## config.mk

```make
export PLATFORM = sky130hd
export DESIGN_NAME = ttsr_router
export DESIGN_NICKNAME = d
export VERILOG_FILES = /design/src/logic/ttsr_router.v
export VERILOG_INCLUDE_DIRS = /design/src /design/src/logic
export SDC_FILE = /design/constraint.sdc
export NUM_CORES = 1
export LEC_CHECK = 0
export ABC_AREA = 1
export BUFFER_PORTS_ARGS = -buffer_cell sky130_fd_sc_hd__buf_2
export CAP_MARGIN = 20
export CORE_UTILIZATION = 35
export DETAILED_ROUTE_END_ITERATION = 8
export SYNTH_ARGS = -nofsm -noshare
export SYNTH_HDL_FRONTEND = slang
export SYNTH_SLANG_ARGS = --single-unit
```

## constraint.sdc

```tcl
create_clock -name sys_clk -period 2.4 [get_ports sys_clk]
set_clock_uncertainty 0.05 [all_clocks]
set_input_delay 0.48 -clock sys_clk [delete_from_list [all_inputs] [get_ports sys_clk]]
set_output_delay 0.48 -clock sys_clk [all_outputs]
set_load 0.02 [all_outputs]
```

## src/logic/ttsr_map.vh

```
// Source and destination codes, field sizes and timing counts for the trigger router.
`ifndef TTSR_MAP_VH
`define TTSR_MAP_VH
// Source codes (4 bits)
`define TTSR_SRC_NONE     4'h0
`define TTSR_SRC_LINE     4'h1
`define TTSR_SRC_FRONT0   4'h2
`define TTSR_SRC_FRONT1   4'h3
`define TTSR_SRC_STAR     4'h4
`define TTSR_SRC_REFCLK   4'h5
`define TTSR_SRC_START    4'h6
`define TTSR_SRC_COMM     4'h7
`define TTSR_SRC_CYCLE    4'h8
`define TTSR_SRC_TICK     4'h9
// Destination codes (3 bits)
`define TTSR_DST_LINE     3'h0
`define TTSR_DST_FRONT0   3'h1
`define TTSR_DST_FRONT1   3'h2
`define TTSR_DST_START    3'h3
`define TTSR_DST_TIMEBASE 3'h4
// Timebase codes
`define TTSR_TB_LOCAL     3'h0
`define TTSR_TB_LINE      3'h1
`define TTSR_TB_REFCLK    3'h2
`define TTSR_TB_TICK      3'h3
// Frequency detect codes
`define TTSR_FREQ_NONE    2'h0
`define TTSR_FREQ_1MHZ    2'h1
`define TTSR_FREQ_10MHZ   2'h2
`define TTSR_FREQ_20MHZ   2'h3
// Detection window: 10 us at 100 MHz
`define TTSR_WIN_NS       10000
`define TTSR_CLK_NS       10
`define TTSR_WIN_CYCLES   (`TTSR_WIN_NS / `TTSR_CLK_NS)
// Edge counts in the window: 1 MHz=10, 10 MHz=100, 20 MHz=200
`define TTSR_EDGES_LO     11'd5
`define TTSR_EDGES_MID    11'd50
`define TTSR_EDGES_HI     11'd150
`define TTSR_SLOT_STAR_MIN 5'd3
`endif

```

## src/logic/ttsr_router.v

```verilog
// Trigger and timebase source router of the bus-interface card.
`timescale 1ns/1ns
`default_nettype none
`include "ttsr_map.vh"

// Functional notes
// - Any of the eight shared trigger lines, index 0 to 7, can be a routing source.
// - Either front line can be a routing source.
// - In slot 3 or above the star trigger from slot 2 can be received.
// - Star trigger and backplane clock are refused on the plug-in board variant.
// - The backplane clock goes only to the card timebase and replaces the local one.
// - Cards that must stay in step with a backplane-clocked card also use the backplane clock.
// - The start event fires on the interface start transition, one for all sessions.
// - The start event can be driven onto a shared trigger line for another card.
// - The comm running event fires on entry to running, one for all sessions.
// - The comm running event serves as start indication when bus time tick is exported.
// - The cycle begin source gives one pulse per bus cycle.
// - Cycle begin and bus time tick exist only on variants with the bus interface.
// - The tick routes to trigger or front lines and toggles only while communicating.
// - Tick as timebase clocks the timestamp counter in bus time and exposes the tick count within the bus cycle.
// - An external start source starts the interface on its first rising edge.
// - The timebase input detects 1, 10 or 20 MHz without configuration.
module ttsr_router #(
  parameter IS_BACKPLANE = 1,
  parameter HAS_BUS_IF   = 1,
  parameter TS_WIDTH     = 32,
  parameter MT_WIDTH     = 16
) (
  input  wire                sys_clk,
  input  wire                rst_b,
  input  wire                cfgValid,
  input  wire [3:0]          cfgSource,
  input  wire [2:0]          cfgSourceLine,
  input  wire [2:0]          cfgDest,
  input  wire [2:0]          cfgDestLine,
  input  wire                cfgConnect,
  input  wire [4:0]          slotNumber,
  input  wire [7:0]          shared_trigger_line_n_in,
  input  wire                front_line_zero_in,
  input  wire                front_line_one_in,
  input  wire                slot_star_trigger,
  input  wire                backplane_ref_clock,
  input  wire                interface_start_event,
  input  wire                comm_running_event,
  input  wire                busCommunicating,
  input  wire                bus_cycle_begin_pulse,
  input  wire                bus_time_tick,
  input  wire                localTimebase,
  output reg                 cfgAck,
  output reg                 cfgReject,
  output reg  [7:0]          shared_trigger_line_n_out,
  output reg  [7:0]          shared_trigger_line_n_oe,
  output reg                 front_line_zero_out,
  output reg                 front_line_zero_oe,
  output reg                 front_line_one_out,
  output reg                 front_line_one_oe,
  output reg                 startInterface,
  output reg                 card_timebase_input,
  output reg  [2:0]          timebaseSel,
  output reg  [1:0]          timebaseFreq,
  output reg  [TS_WIDTH-1:0] timestampCount,
  output reg  [MT_WIDTH-1:0] cycleTickCount
);

  localparam [TS_WIDTH-1:0] TS_ONE     = {{(TS_WIDTH-1){1'b0}}, 1'b1};
  localparam [MT_WIDTH-1:0] MT_ONE     = {{(MT_WIDTH-1){1'b0}}, 1'b1};
  localparam integer        WIN_LAST_I = `TTSR_WIN_CYCLES - 1;
  localparam [10:0]         WIN_LAST   = WIN_LAST_I[10:0];

  ////////////////////////////////////////////////////////////////////////////
  // Pairing check
  function legalPair;
    input [3:0] src;
    input [2:0] dst;
    input [4:0] slot;
    reg         outDst;
    begin
      outDst = (dst == `TTSR_DST_LINE) || (dst == `TTSR_DST_FRONT0) || (dst == `TTSR_DST_FRONT1);
      case (src)
        `TTSR_SRC_LINE, `TTSR_SRC_FRONT0, `TTSR_SRC_FRONT1:
          legalPair = (dst == `TTSR_DST_START) || (dst == `TTSR_DST_TIMEBASE);
        `TTSR_SRC_STAR:
          legalPair = (IS_BACKPLANE != 0) && (slot >= `TTSR_SLOT_STAR_MIN)
                      && (dst == `TTSR_DST_START);
        `TTSR_SRC_REFCLK:
          legalPair = (IS_BACKPLANE != 0) && (dst == `TTSR_DST_TIMEBASE);
        `TTSR_SRC_START, `TTSR_SRC_COMM:
          legalPair = outDst;
        `TTSR_SRC_CYCLE:
          legalPair = (HAS_BUS_IF != 0) && outDst;
        `TTSR_SRC_TICK:
          legalPair = (HAS_BUS_IF != 0) && (outDst || (dst == `TTSR_DST_TIMEBASE));
        default:
          legalPair = 1'b0;
      endcase
    end
  endfunction

  ////////////////////////////////////////////////////////////////////////////
  // Route tables
  reg [3:0] lineSrc [0:7];
  reg [3:0] front0Src;
  reg [3:0] front1Src;
  reg [3:0] startSrc;
  reg [2:0] startLine;
  reg [2:0] tbLine;
  reg [3:0] tbSrc;
  reg [2:0] lineSrcIdx [0:7];
  reg [2:0] front0Idx;
  reg [2:0] front1Idx;
  integer   i;
  integer   j;

  wire cfgLegal = legalPair(cfgSource, cfgDest, slotNumber);

  always @(posedge sys_clk or negedge rst_b) begin
    if (!rst_b) begin
      for (i = 0; i < 8; i = i + 1) begin
        lineSrc[i]    <= `TTSR_SRC_NONE;
        lineSrcIdx[i] <= 3'h0;
      end
      front0Src <= `TTSR_SRC_NONE;
      front1Src <= `TTSR_SRC_NONE;
      front0Idx <= 3'h0;
      front1Idx <= 3'h0;
      startSrc  <= `TTSR_SRC_NONE;
      startLine <= 3'h0;
      tbSrc     <= `TTSR_SRC_NONE;
      tbLine    <= 3'h0;
      cfgAck    <= 1'b0;
      cfgReject <= 1'b0;
    end else begin
      cfgAck    <= cfgValid && cfgLegal;
      cfgReject <= cfgValid && !cfgLegal;
      if (cfgValid && cfgLegal) begin
        case (cfgDest)
          `TTSR_DST_LINE: begin
            lineSrc[cfgDestLine]    <= cfgConnect ? cfgSource : `TTSR_SRC_NONE;
            lineSrcIdx[cfgDestLine] <= cfgSourceLine;
          end
          `TTSR_DST_FRONT0: begin
            front0Src <= cfgConnect ? cfgSource : `TTSR_SRC_NONE;
            front0Idx <= cfgSourceLine;
          end
          `TTSR_DST_FRONT1: begin
            front1Src <= cfgConnect ? cfgSource : `TTSR_SRC_NONE;
            front1Idx <= cfgSourceLine;
          end
          `TTSR_DST_START: begin
            startSrc  <= cfgConnect ? cfgSource : `TTSR_SRC_NONE;
            startLine <= cfgSourceLine;
          end
          `TTSR_DST_TIMEBASE: begin
            tbSrc  <= cfgConnect ? cfgSource : `TTSR_SRC_NONE;
            tbLine <= cfgSourceLine;
          end
          default: begin
          end
        endcase
      end
    end
  end

  ////////////////////////////////////////////////////////////////////////////
  // Internal source values
  function srcValue;
    input [3:0] src;
    input [2:0] idx;
    input [7:0] lines;
    input       f0;
    input       f1;
    input       star;
    input       startEv;
    input       commEv;
    input       cyc;
    input       tick;
    begin
      case (src)
        `TTSR_SRC_LINE:   srcValue = lines[idx];
        `TTSR_SRC_FRONT0: srcValue = f0;
        `TTSR_SRC_FRONT1: srcValue = f1;
        `TTSR_SRC_STAR:   srcValue = star;
        `TTSR_SRC_START:  srcValue = startEv;
        `TTSR_SRC_COMM:   srcValue = commEv;
        `TTSR_SRC_CYCLE:  srcValue = cyc;
        `TTSR_SRC_TICK:   srcValue = tick;
        default:          srcValue = 1'b0;
      endcase
    end
  endfunction

  // Tick is gated so no edges leak before bus integration
  wire gatedTick = bus_time_tick && busCommunicating && (HAS_BUS_IF != 0);
  wire cycPulse  = bus_cycle_begin_pulse && (HAS_BUS_IF != 0);

  ////////////////////////////////////////////////////////////////////////////
  // Output drivers
  reg startSeen;
  reg startPrev;
  wire startRaw = srcValue(startSrc, startLine, shared_trigger_line_n_in, front_line_zero_in,
                           front_line_one_in, slot_star_trigger, 1'b0, 1'b0, 1'b0, 1'b0);
  wire startEdge = startRaw && !startPrev && !startSeen && (startSrc != `TTSR_SRC_NONE);

  always @(posedge sys_clk or negedge rst_b) begin
    if (!rst_b) begin
      shared_trigger_line_n_out <= 8'h00;
      shared_trigger_line_n_oe  <= 8'h00;
      front_line_zero_out       <= 1'b0;
      front_line_zero_oe        <= 1'b0;
      front_line_one_out        <= 1'b0;
      front_line_one_oe         <= 1'b0;
      startInterface            <= 1'b0;
      startSeen                 <= 1'b0;
      startPrev                 <= 1'b1;
    end else begin
      for (j = 0; j < 8; j = j + 1) begin
        shared_trigger_line_n_oe[j]  <= lineSrc[j] != `TTSR_SRC_NONE;
        shared_trigger_line_n_out[j] <= srcValue(lineSrc[j], lineSrcIdx[j], shared_trigger_line_n_in,
          front_line_zero_in, front_line_one_in, slot_star_trigger, interface_start_event,
          comm_running_event, cycPulse, gatedTick);
      end
      front_line_zero_oe  <= front0Src != `TTSR_SRC_NONE;
      front_line_zero_out <= srcValue(front0Src, front0Idx, shared_trigger_line_n_in, front_line_zero_in,
        front_line_one_in, slot_star_trigger, interface_start_event, comm_running_event, cycPulse,
        gatedTick);
      front_line_one_oe   <= front1Src != `TTSR_SRC_NONE;
      front_line_one_out  <= srcValue(front1Src, front1Idx, shared_trigger_line_n_in, front_line_zero_in,
        front_line_one_in, slot_star_trigger, interface_start_event, comm_running_event, cycPulse,
        gatedTick);
      // Only the first rising edge starts; a re-route rearms
      startPrev <= (startSrc == `TTSR_SRC_NONE) ? 1'b1 : startRaw;
      if (cfgValid && cfgLegal && cfgDest == `TTSR_DST_START)
        startSeen <= 1'b0;
      else if (startEdge)
        startSeen <= 1'b1;
      startInterface <= startEdge;
    end
  end

  ////////////////////////////////////////////////////////////////////////////
  // Timebase select, frequency detect, bus-time counters
  wire tbRaw = (tbSrc == `TTSR_SRC_REFCLK) ? backplane_ref_clock :
               (tbSrc == `TTSR_SRC_TICK)   ? gatedTick :
               (tbSrc == `TTSR_SRC_NONE)   ? localTimebase :
               srcValue(tbSrc, tbLine, shared_trigger_line_n_in, front_line_zero_in, front_line_one_in,
                        1'b0, 1'b0, 1'b0, 1'b0, 1'b0);
  reg        tbPrev;
  reg [10:0] winCount;
  reg [10:0] edgeCount;
  wire       tbEdge = tbRaw && !tbPrev;

  always @(posedge sys_clk or negedge rst_b) begin
    if (!rst_b) begin
      tbPrev              <= 1'b0;
      card_timebase_input <= 1'b0;
      timebaseSel         <= `TTSR_TB_LOCAL;
      timebaseFreq        <= `TTSR_FREQ_NONE;
      winCount            <= 11'h000;
      edgeCount           <= 11'h000;
      timestampCount      <= {TS_WIDTH{1'b0}};
      cycleTickCount      <= {MT_WIDTH{1'b0}};
    end else begin
      tbPrev              <= tbRaw;
      card_timebase_input <= tbRaw;
      timebaseSel <= (tbSrc == `TTSR_SRC_REFCLK) ? `TTSR_TB_REFCLK :
                     (tbSrc == `TTSR_SRC_TICK)   ? `TTSR_TB_TICK :
                     (tbSrc == `TTSR_SRC_NONE)   ? `TTSR_TB_LOCAL : `TTSR_TB_LINE;
      if (winCount == WIN_LAST) begin
        winCount  <= 11'h000;
        edgeCount <= 11'h000;
        if (edgeCount >= `TTSR_EDGES_HI)
          timebaseFreq <= `TTSR_FREQ_20MHZ;
        else if (edgeCount >= `TTSR_EDGES_MID)
          timebaseFreq <= `TTSR_FREQ_10MHZ;
        else if (edgeCount >= `TTSR_EDGES_LO)
          timebaseFreq <= `TTSR_FREQ_1MHZ;
        else
          timebaseFreq <= `TTSR_FREQ_NONE;
      end else begin
        winCount <= winCount + 11'h001;
        if (tbEdge)
          edgeCount <= edgeCount + 11'h001;
      end
      if (tbEdge)
        timestampCount <= timestampCount + TS_ONE;
      if (tbSrc == `TTSR_SRC_TICK && cycPulse)
        cycleTickCount <= {MT_WIDTH{1'b0}};
      else if (tbSrc == `TTSR_SRC_TICK && tbEdge)
        cycleTickCount <= cycleTickCount + MT_ONE;
    end
  end

endmodule // ttsr_router
`default_nettype wire

```

Word-level counts from Yosys, hierarchy flattened. Index checks and enable logic that the tools add are counted.

Bitwise operators: 1. Mux-type cells: 61. Reduce and logical (&&, ||, !) cells: 44. $lt $le $gt $ge: 18. $add $sub $neg: 4. Eq/ne operators: 103.

Operator list (count): $eq A4 B3 Y1 const B (36); $eq A4 B2 Y1 const B (26); $eq A4 B4 Y1 const B (23); $pmux W1 S8 (10); $eq A4 B1 Y1 const B (13); $lt A3 B4 Y1 const B (12); $reduce_bool A4 Y1 (11); $bmux W1 S3 (12); $mux W11 (3); $add A32 B1 Y32 const B (1); $bwmux W32 (1); $mux W16 (2); $bwmux W24 (1); $add A11 B1 Y11 const B (2); $mux W1 (20); $add A16 B1 Y16 const B (1); $demux W4 S3 (1); $logic_and A1 B1 Y1 (12); $eq A11 B10 Y1 const B (1); $ge A11 B3 Y1 const B (1); $ge A11 B6 Y1 const B (1); $ge A11 B8 Y1 const B (1); $reduce_and A2 Y1 (5); $demux W3 S3 (1); 19 further kinds (34).

Input port bits: 40. Register bits after elaboration: 184. Logic and storage cells: 273.

Logic depth before layout (Yosys ltp). Gate-level depths: netlist of run 1.

Depth after elaboration: 10. Depth in mapped cells: 13. Gate-level depth less buffers: 12.

Worst setup path before layout of run 1. No wires, ideal clock.

Path kind: in2reg. From: input port cfgSource[3]. To: register lineSrcIdx[13] in the netlist's numbering. Path slack: 0.608 ns. Library setup time: 0.117 ns. Path buffers: 2. Stages: 10. Data arrival time: 1.625 ns. Cell sequence: or2_1 -> or2_1 -> a21oi_1 -> nor2_2 -> nand3_4 -> nor2_4 -> buf_6 -> buf_4 -> nand3_1 -> nand2_1.

Word-level cells in the longest chain between the ends: 5.

Ends and longest elaborated chain: start, declared (line ttsr_router.v:32) `input wire [3:0] cfgSource,`; $eq A4 B4 Y1 (tied with other cells) (line ttsr_router.v:79) `case (src)`; $reduce_or A3 Y1, on equally long branches; $pmux W1 S5 * (line ttsr_router.v:79); $logic_and A1 B1 Y1 * (line ttsr_router.v:135) `if (cfgValid && cfgLegal) begin`; $reduce_and A2 Y1 (no source line) *; end signal, assigned by index (line ttsr_router.v:139) `lineSrcIdx[cfgDestLine] <= cfgSourceLine;`; end, declared (line ttsr_router.v:108) `reg [2:0] lineSrcIdx [0:7];`.

Mark *: on every way between the ends. The rest lies on a longest branch, timed or not. A chain may end at the register's enable or synchronous reset.

Final worst setup path of run 1.
From: input port cfgDest[2]. To: register lineSrcIdx[1] in the netlist's numbering.

Word-level cells in the longest chain between the ends: 7.

Ends and longest elaborated chain: start, declared (line ttsr_router.v:34) `input wire [2:0] cfgDest,`; $eq A3 B1 Y1 or $logic_not A3 Y1 (tied branches); $logic_or A1 B1 Y1 (2 in series) (line ttsr_router.v:78) `` outDst = (dst == `TTSR_DST_LINE) || (dst == `TTSR_DST_FRONT0) || (dst == `TTSR_DST_FRONT1); ``; $logic_or A1 B1 Y1 (line ttsr_router.v:92) `` legalPair = (HAS_BUS_IF != 0) && (outDst || (dst == `TTSR_DST_TIMEBASE)); ``; $pmux W1 S5 (line ttsr_router.v:79); $logic_and A1 B1 Y1 (line ttsr_router.v:135); $reduce_and A2 Y1 (no source line) *.

Marked as above.

==> run metrics, run 1 <==
Post-synth EDFFs 0; placed instance area 0.0114 sq mm; Synth top area share 0.439; Reg area 0.00461 sq mm; area of the multi-input gates 0.00500 sq mm; Antenna Nets Post-Route 0; Slew headroom 0.511; WL/cell 15.4 um; asr flop ratio synth 1.00; share of cells above drive strength 1 0.130; Die ar. 0.0305 sq mm; commonest non-fill, non-tap cell in the layout nand2_1; slowest cell on the critical path nor2_4; family with the most delay on the worst path simple AND/OR/NAND/NOR gates; Hold Path Class input pin to flip-flop; fin crit share 0.844; I/O pins 117; maxcap violations 0; top post-synthesis cells by area dfrtp_1 44%, nand2_1 16%, nand3_1 5.1%, inv_1 4.8%, nor2_1 4.3%; Area Overhead vs Synth 15.9%; Final Hold Vio Count 0; TritonCTS Buffers 17; P_leak 6.05 nW; clock share of power 0.351; H-tree levels 4; post-CTS setup buffers 0; Mapped Cells 1424; Max Slew Vio Count 0; Root Driver clkbuf_16; input/output buffers 115; fin util 0.416; Final Critical Period 2.03 ns; Comb pwr share 0.216; register share of total power 0.433; Critical Path Max Stage Delay 0.42 ns; Crit path required time 2.72 ns; global placer's final weighted congestion 0.906; global route overflow 0; Yosys top cell by area dfrtp_1; clock sinks 184; final wirelength 29600 um; total global-route track usage 0.199; vias per cell 5.12; crit end category flip-flop; FP Rows 62; via count 9858; DIE HEIGHT 175 um; CTS Buffer Depth 2; peak supply drop 460 uV; Worst-Margin Slew 0.731 ns; critical path cell sequence buf_2 > inv_2 > nor3_1 > a21oi_1 > nor2_2 > nand3_4 > nor2_4 > nand2_1 > inv_1 > nand2_1 > nand2_1; Initial DRT Pass Iterations 5; Iteration-0 DRC Markers 775; first-pass GRT wire length 48100 um; synthesized cell area 0.0104 sq mm; Starting Density 0.359; Worst EP arrival 2.35 ns; most frequent cells in the layout 450 x nand2_1, 183 x dfrtp_1, 132 x inv_1; CTS tree yes; fmax 0.494 GHz; clock-pin slew on the worst setup and hold paths 0.07 ns; Worst Path Max Fanout 20; DP HPWL 20700 um; vias in the first global route 9292; diodes inserted 0; unrepaired setup endpoints after global routing no; final setup fails 0; Stages on worst setup path 11; Power per Cell Area 729 mW/mm^2; Synth Register Bits 184; cell count of the worst hold path 3; Top cell by count, worst path nand2_1; status completed; total power 8.80 mW; sequential area share after synthesis 0.442; CP Class input pin to flip-flop; DRC errors left 0; Sw Ratio 0.332; antenna violations before repair 0; buffers and inverters on the worst path 3; Die W 175 um; Synth Area per Inst 7.32 sq um; net count after synthesis 1470; ys flop type dfrtp_1; Unique masters post-synth 44; worst skew pair latency 0.43 ns; Reg2Reg Depth 8; P_sw 2.92 mW; r2r setup slk 0.46 ns; # fillers 2997; nets 1576; warnings from Yosys 0; core area 0.0290 sq mm; Int Pwr 5.88 mW; largest net degree at the start of global routing 55; Final Cell Area 0.0121 sq mm; CP Launch Type input pin
## cells by family (layout without fill, tap and decap cells)
| logic type | after synthesis | in the layout | share of synthesized area |
|---|---|---|---|
| AOI/OAI and AO/OA | 216 | 216 | 0.120 |
| xor gates and xnor gates | 40 | 40 | 0.0336 |
| adders and majority gates | 6 | 6 | 0.00720 |
| buffers and inverters | 193 | 312 | 0.0777 |
| DFF | 184 | 184 | 0.442 |
| other | 1 | 1 | 0.000360 |
| and+or+nand+nor | 784 | 784 | 0.319 |
## state kept, by name, summed over array words and instances (netlist names), 2 cells and up
| name | flops |
|---|---|
| cycleTickCount | 16 |
| edgeCount | 11 |
| front0Idx | 3 |
| front0Src | 4 |
| front1Idx | 3 |
| front1Src | 4 |
| lineSrc | 32 |
| lineSrcIdx | 24 |
| shared_trigger_line_n_oe | 8 |
| shared_trigger_line_n_out | 8 |
| startLine | 3 |
| startSrc | 4 |
| tbLine | 3 |
| tbSrc | 4 |
| timebaseFreq | 2 |
| timebaseSel | 2 |
| timestampCount | 32 |
| winCount | 11 |
## metrics by stage
stage / hold WS, ns / setup slack [ns] / cells / setup TNS, ns
global route: 0.310 / 0.102 / 1927 / 0
CTS: 0.296 / 0.411 / 1927 / 0
detailed placement: 0.406 / -0.0472 / 1894 / -0.244
floorplan: 0.134 / 0.608 / 1424 / 0
finish: 0.318 / 0.375 / 1927 / 0
global placement: 0.402 / 0.00864 / 1894 / 0
## worst reg2reg max path, cell delays in order, from the launching register on
cell	delay, ns
dfrtp_1	0.43
ha_1	0.26
nand3_1	0.21
nor2_1	0.21
inv_1	0.10
nor3_1	0.31
xor2_1	0.17
nand2_1	0.06
o21ai_0	0.07
## layer usage
layer	GRT usage	vias to the layer above	share of wire	routed length, um
li1	-	4893	-	-
met1	0.262	4620	0.46	13500
met2	0.336	295	0.47	14000
met3	0.0328	50	0.053	1570
met4	0.0511	0	0.018	521
met5	0	-	0	0
## path summary, 6_finish.rpt
path                                   startpoint            endpoint
worst min register to register        winCount[0]         winCount[0]
worst max register to register  timestampCount[0]  timestampCount[22]
worst min-delay path                 cfgSource[3]            tbSrc[3]
min in group asynchronous                   rst_b        edgeCount[8]
max in group asynchronous                   rst_b        front1Src[1]
worst max-delay path                   cfgDest[2]       lineSrcIdx[1]
## power by group through the flow
stage	Sequential [mW]	Clock, mW	Combinational, mW
2_1_floorplan	3.98	0	1.06
3_3_place_gp	3.86	0	1.88
3_5_place_dp	3.86	0	1.91
4_1_cts	3.81	3.16	1.92
5_1_grt	3.87	3.26	2.15
6_report	3.81	3.09	1.90
## cell usage after synthesis (all sizes together) (2+ instances only)
master  number
nor2       123
nand3b      10
o221ai      10
nand4       14
clkbuf      31
dfrtp      183
a31oi        5
xnor2        8
nor4         7
nand2      461
a22oi       10
o22ai       21
o21ai       92
xor2        32
nand3      109
inv        138
a21oi       56
nor3b        2
a221oi      10
o211ai      10
ha           6
buf         23
or2          6
nor3        51
## what timing repair did
| item | CTS | global route |
|---|---|---|
| hold endpoints to repair | 49 | 0 |
| hold buffers | 1 | 0 |
| resized for setup | 0 | 0 |
## final cells by class
| class | instances | area share |
|---|---|---|
| Multi-Input combinational cell | 1047 | 0.414 |
| Timing Repair Buffer | 141 | 0.0689 |
| Inverter | 139 | 0.0432 |
| Sequential cell | 184 | 0.381 |
| Clock buffer | 19 | 0.0367 |
| Clock inverter | 13 | 0.0158 |
| Tap cell | 384 | 0.0398 |
Power figures use the tool's default switching activity.
==> run 2: changes to the inputs <==
Clock period 2.4 ns to 1.9 ns, I/O delays scaled along.
==> run 2 against run 1 <==
Net effect:
- final area is 5.3% higher
- clock power increased by 39%
- sequential power up 26%
- sequential share of layout area down 1.9 points
- non-clock buffer count increased by 52
- first-iteration DRC count is 2.7% higher
- power grew 34%
- combinational power is 42% higher
- critical path depth decreased by 1
- global-route usage increased by 0.69 points
- worst setup slack worse by 0.34 ns
- cell count is 2.7% higher
==> run metrics, run 2 (synthesized netlist as in run 1, its figures left out) <==
commonest non-fill, non-tap cell in the layout nand2_1 (unchanged); H-tree levels 4 (unchanged); Area Overhead vs Synth 22.1% (was 15.9%); share of cells above drive strength 1 0.166 (was 0.130); slowest cell on the critical path dfrtp_1 (was nor2_4); core area 0.0290 sq mm (unchanged); top flop regs lineSrc: 32 flops, timestampCount: 32 flops, lineSrcIdx: 24 flops (unchanged); total power 11.8 mW (was 8.80 mW); antenna violations before repair 0 (unchanged); HP Start cfgConnect (was cfgSource[3]); first-pass GRT wire length 49600 um (was 48100 um); Die ar. 0.0305 sq mm (unchanged); RR Endpoint timestampCount[8] (was timestampCount[22]); critical path cell sequence inv_2 > nand2_4 > nor3_4 > buf_4 > nand2_1 > nand4_4 > nand2_4 > buf_12 > o21ai_0 > nand2_1 (was buf_2 > inv_2 > nor3_1 > a21oi_1 > nor2_2 > nand3_4 > nor2_4 > nand2_1 > inv_1 > nand2_1 > nand2_1); input/output buffers 115 (unchanged); largest net degree at the start of global routing 46 (was 55); Comb pwr share 0.229 (was 0.216); area of the multi-input gates 0.00506 sq mm (was 0.00500 sq mm); maxcap violations 0 (unchanged); Final Critical Period 1.86 ns; Antenna Nets Post-Route 0 (unchanged); Final Non-Filler Cells 1979 (was 1927); Reg area 0.00461 sq mm (unchanged); DIE HEIGHT 175 um (unchanged); Sw Ratio 0.323 (was 0.332); Max Slew Vio Count 0 (unchanged); Power per Cell Area 926 mW/mm^2 (was 729 mW/mm^2); total global-route track usage 0.205 (was 0.199); clock sinks 184 (unchanged); unrepaired setup endpoints after global routing yes (was no); Final Cell Area 0.0127 sq mm (was 0.0121 sq mm); Final Hold Vio Count 0 (unchanged); CTS Buffer Depth 2 (unchanged); Starting Density 0.359 (unchanged); Int Pwr 7.97 mW (was 5.88 mW); dpl cells 1938 (was 1894); fin crit share 0.980; CTS tree yes (unchanged); DP HPWL 21500 um (was 20700 um); via count 10091 (was 9858); # fillers 2959 (was 2997); vias in the first global route 9584 (was 9292); clock share of power 0.363 (was 0.351); Die W 175 um (unchanged); worst skew pair latency 0.45 ns (was 0.43 ns); P_sw 3.81 mW (was 2.92 mW); worst r2r src tbSrc[1] (was timestampCount[0]); Worst Path Max Fanout 28 (was 20); most frequent cells in the layout 446 x nand2_1, 183 x dfrtp_1, 130 x inv_1 (was 450 x nand2_1, 183 x dfrtp_1, 132 x inv_1); cell count of the worst hold path 3 (unchanged); global route overflow 0 (unchanged); diodes inserted 0 (unchanged); CP Launch Type flip-flop (was input pin); peak supply drop 647 uV (was 460 uV); status completed (unchanged); final setup fails 0 (unchanged); WL/cell 15.3 um (was 15.4 um); TritonCTS Buffers 17 (unchanged); vias per cell 5.10 (was 5.12); clock-pin slew on the worst setup and hold paths 0.07 ns (about the same); r2r setup slk 0.04 ns (was 0.46 ns); Iteration-0 DRC Markers 796 (was 775); post-route worst setup slack 0.0374 ns (was 0.375 ns); Worst Hold Endpoint tbSrc[3] (unchanged); register share of total power 0.408 (was 0.433); final wirelength 30400 um (was 29600 um); global placer's final weighted congestion 0.909 (was 0.906); Root Driver clkbuf_16 (unchanged); Worst-Margin Slew 0.692 ns (was 0.731 ns); Worst EP arrival 2.14 ns (was 2.35 ns); Hold Path Class input pin to flip-flop (unchanged); Critical Path Max Stage Delay 0.40 ns (was 0.42 ns); DRC errors left 0 (unchanged); CP Class flip-flop to flip-flop (was input pin to flip-flop); Reg2Reg Depth 10 (was 8); P_leak 6.39 nW (was 6.05 nW); DP Worst Slack -0.215 ns (was -0.0472 ns); setup TNS after final layout 0 ns (unchanged); FP Rows 62 (unchanged); nets 1628 (was 1576); crit end category flip-flop (unchanged); fmax 0.537 GHz; Slew headroom 0.537 (was 0.511); placed instance area 0.0118 sq mm (was 0.0114 sq mm); I/O pins 117 (unchanged); Crit path required time 2.18 ns (was 2.72 ns); Initial DRT Pass Iterations 5 (unchanged)
run 2: routing by layer:
metal / global-route usage / vias up / share of wire
met1: 0.271 / 4776 / 0.45
li1: - / 4974 / -
met2: 0.342 / 289 / 0.47
met4: 0.0728 / 0 / 0.020
met5: 0 / - / 0
met3: 0.0315 / 52 / 0.055
run 2: final cells by class:
class,instances,share of cell area
Clock inverter,15,0.0212
Timing Repair Buffer,193,0.105
Multi-Input combinational cell,1047,0.398
Inverter,139,0.0421
Clock buffer,17,0.0334
Tap cell,384,0.0378
Sequential cell,184,0.362
run 2: worst max-delay path by stage:
stage,start,end,slack [ns]
floorplan,cycleTickCount[0],cycleTickCount[14],0.16
global placement,cfgDest[0],tbSrc[3],-0.11
detailed placement,cfgDest[0],tbSrc[3],-0.21
CTS,tbSrc[1],cycleTickCount[6],0.005
global route,tbSrc[1],timestampCount[2],-0.06
finish,tbSrc[1],timestampCount[8],0.04
run 2: power groups by stage:
| stage | combinational (mW) | clock [mW] | sequential, mW |
|---|---|---|---|
| final | 2.70 | 4.28 | 4.81 |
| after global routing | 3.01 | 4.53 | 4.87 |
| after floorplan | 1.34 | 0 | 5.03 |
| after CTS | 2.58 | 4.38 | 4.79 |
| after global placement | 2.51 | 0 | 4.85 |
| after detailed placement | 2.56 | 0 | 4.87 |
run 2: stage by stage:
stage | hold WS [ns] | util
detailed placement | 0.292 | 0.408
CTS | 0.208 | 0.433
global route | 0.255 | 0.438
global placement | 0.294 | 0.408
finish | 0.231 | 0.438
floorplan | 0.0344 | -
run 2: worst max-delay path, delay by kind of cell, from the launching register on:
family                 cells  cell delay [ns]
buffers and inverters      3             0.42
AOI/OAI and AO/OA          1             0.16
and+or+nand+nor            6             0.69
DFF                        1             0.40
run 2: timing repair:
item | in CTS | in global routing
hold endpoints to repair | 37 | 0
endpoints found under the setup margin | 1 | 61
cloned | 0 | 2
gates resized for setup | 1 | 24
hold buffers | 1 | 0
setup buffers | 1 | 6
pin swaps | 0 | 7
==> run 3: changes to the inputs <==
Clock period 1.9 ns to 2.25 ns, I/O delays scaled along.
==> run 3 against run 2 <==
Net effect:
- non-clock buffer count down 50
- cell count down 2.5%
- worst setup slack better by 0.29 ns
- final area down 4.9%
- sequential share of layout area up 1.9 points
- first-iteration DRC count up 12%
- utilization down 2.2 points
- power down 22%
- global-route usage down 0.81 points
==> run metrics, run 3 (synthesized netlist as in run 1, its figures left out) <==
unrepaired setup endpoints after global routing no (was yes); Worst EP arrival 2.24 ns (was 2.14 ns); Initial DRT Pass Iterations 5 (unchanged); Final Hold Vio Count 0 (unchanged); input/output buffers 115 (unchanged); global-route layer with the greatest usage met2 (unchanged); met1 Track Usage GR 0.261 (was 0.271); post-CTS setup buffers 0 (was 1); met3 Use GR 0.0287 (was 0.0315); nets 1578 (was 1628); post-route worst setup slack 0.328 ns (was 0.0374 ns); crit end category flip-flop (unchanged); CTS Buffer Depth 2 (unchanged); Antenna Nets Post-Route 0 (unchanged); global placer's final weighted congestion 0.936 (was 0.909); CP Class flip-flop to flip-flop (unchanged); clock sinks 184 (unchanged); status completed (unchanged); r2r setup slk 0.33 ns (was 0.04 ns); fin crit share 0.854 (was 0.980); vias per cell 5.11 (was 5.10); CP Launch Type flip-flop (unchanged); Die ar. 0.0305 sq mm (unchanged); share of cells above drive strength 1 0.132 (was 0.166); DP Worst Slack 0.0421 ns (was -0.215 ns); total global-route track usage 0.197 (was 0.205); Root Driver clkbuf_16 (unchanged); antenna violations before repair 0 (unchanged); FP Rows 62 (unchanged); peak supply drop 440 uV (was 647 uV); worst skew pair latency 0.43 ns (was 0.45 ns); commonest non-fill, non-tap cell in the layout nand2_1 (unchanged); vias in the first global route 9415 (was 9584); Hold Path Class input pin to flip-flop (unchanged); Worst Path Max Fanout 14 (was 28); clock-pin slew on the worst setup and hold paths 0.08 ns (was 0.07 ns); placed instance area 0.0115 sq mm (was 0.0118 sq mm); final wirelength 29300 um (was 30400 um); setup TNS after final layout 0 ns (unchanged); cell count of the worst hold path 2 (was 3); global route overflow 0 (unchanged); core area 0.0290 sq mm (unchanged); DP HPWL 20800 um (was 21500 um); CTS tree yes (unchanged); Final Cell Area 0.0121 sq mm (was 0.0127 sq mm); Starting Density 0.359 (unchanged); DRC errors left 0 (unchanged); Iteration-0 DRC Markers 894 (was 796); first-pass GRT wire length 47900 um (was 49600 um); Reg2Reg Depth 9 (was 10); maxcap violations 0 (unchanged); Crit path required time 2.57 ns (was 2.18 ns); Worst-Margin Slew 0.713 ns (was 0.692 ns); fmax 0.520 GHz (was 0.537 GHz); Max Slew Vio Count 0 (unchanged); via count 9856 (was 10091); DIE HEIGHT 175 um (unchanged); met2 usage in global routing 0.329 (was 0.342); I/O pins 117 (unchanged); largest net degree at the start of global routing 61 (was 46); top flop regs lineSrc: 32 flops, timestampCount: 32 flops, lineSrcIdx: 24 flops (unchanged); diodes inserted 0 (unchanged); Slew headroom 0.523 (was 0.537); P_leak 6.05 nW (was 6.39 nW); final setup fails 0 (unchanged); Die W 175 um (unchanged); most frequent cells in the layout 450 x nand2_1, 183 x dfrtp_1, 132 x inv_1 (was 446 x nand2_1, 183 x dfrtp_1, 130 x inv_1); Area Overhead vs Synth 16.0% (was 22.1%); Power per Cell Area 763 mW/mm^2 (was 926 mW/mm^2); WL/cell 15.2 um (was 15.3 um); TritonCTS Buffers 17 (unchanged); H-tree levels 4 (unchanged); Final Critical Period 1.92 ns (was 1.86 ns)
## run 3: changes by cell type in the layout (fill, tap and decap cells not counted), sizes merged
cell	delta
clkbuf	-2
bufinv	-5
buf	-48
inv	+5
## run 3: worst paths after layout
check / startpoint / endpoint
setup reg to reg: tbSrc[1] / cycleTickCount[10]
max in group asynchronous: rst_b / startPrev
hold / removal: cfgValid / cfgReject
min in group asynchronous: rst_b / edgeCount[6]
setup / recovery: tbSrc[1] / cycleTickCount[10]
hold reg to reg: winCount[0] / winCount[0]
## run 3: final cells by class
| cell class | count | area [sq um] |
|---|---|---|
| repair buffers | 143 | 872 |
| well taps | 384 | 480 |
| fillers | 3021 | 16900 |
| clock buffers | 17 | 425 |
| clock inverters | 15 | 180 |
| flip-flops and latches | 184 | 4610 |
| inverters | 139 | 522 |
| multi-input cells | 1047 | 5000 |
## run 3: report_power, final
part	switching (mW)	leakage [nW]	internal [mW]	total [mW]
clock network	1.43	0.288	1.69	3.12
logic	1.34	3.31	0.696	2.04
registers	0.395	2.45	3.67	4.07
## run 3: stage by stage
stage / std cells / total power, mW / utilization / hold slack (ns)
2_1_floorplan: 1424 / 5.38 / - / 0.104
3_3_place_gp: 1896 / 6.12 / 0.396 / 0.399
3_5_place_dp: 1896 / 6.17 / 0.396 / 0.413
4_1_cts: 1929 / 9.32 / 0.417 / 0.302
5_1_grt: 1929 / 9.74 / 0.417 / 0.303
6_report: 1929 / 9.22 / 0.417 / 0.305
## run 3: timing repair
item / CTS / global route
endpoints found under the hold margin: 55 / 0
hold buffers: 1 / 0
gates resized for setup: 0 / 0
## run 3: critical path, stage by stage, from the launching register on
cell	delay (ns)
dfrtp_1	0.39
inv_2	0.10
nand2_1	0.08
nor3_1	0.28
nand2_1	0.11
nand4_2	0.18
nand3_2	0.11
nand2_1	0.38
nand2_1	0.11
nand2_1	0.07
## run 3: routing by layer
layer / vias up / routed length (um)
met2: 292 / 13900
met1: 4648 / 13100
met3: 44 / 1670
met5: - / 0
li1: 4872 / -
met4: 0 / 571
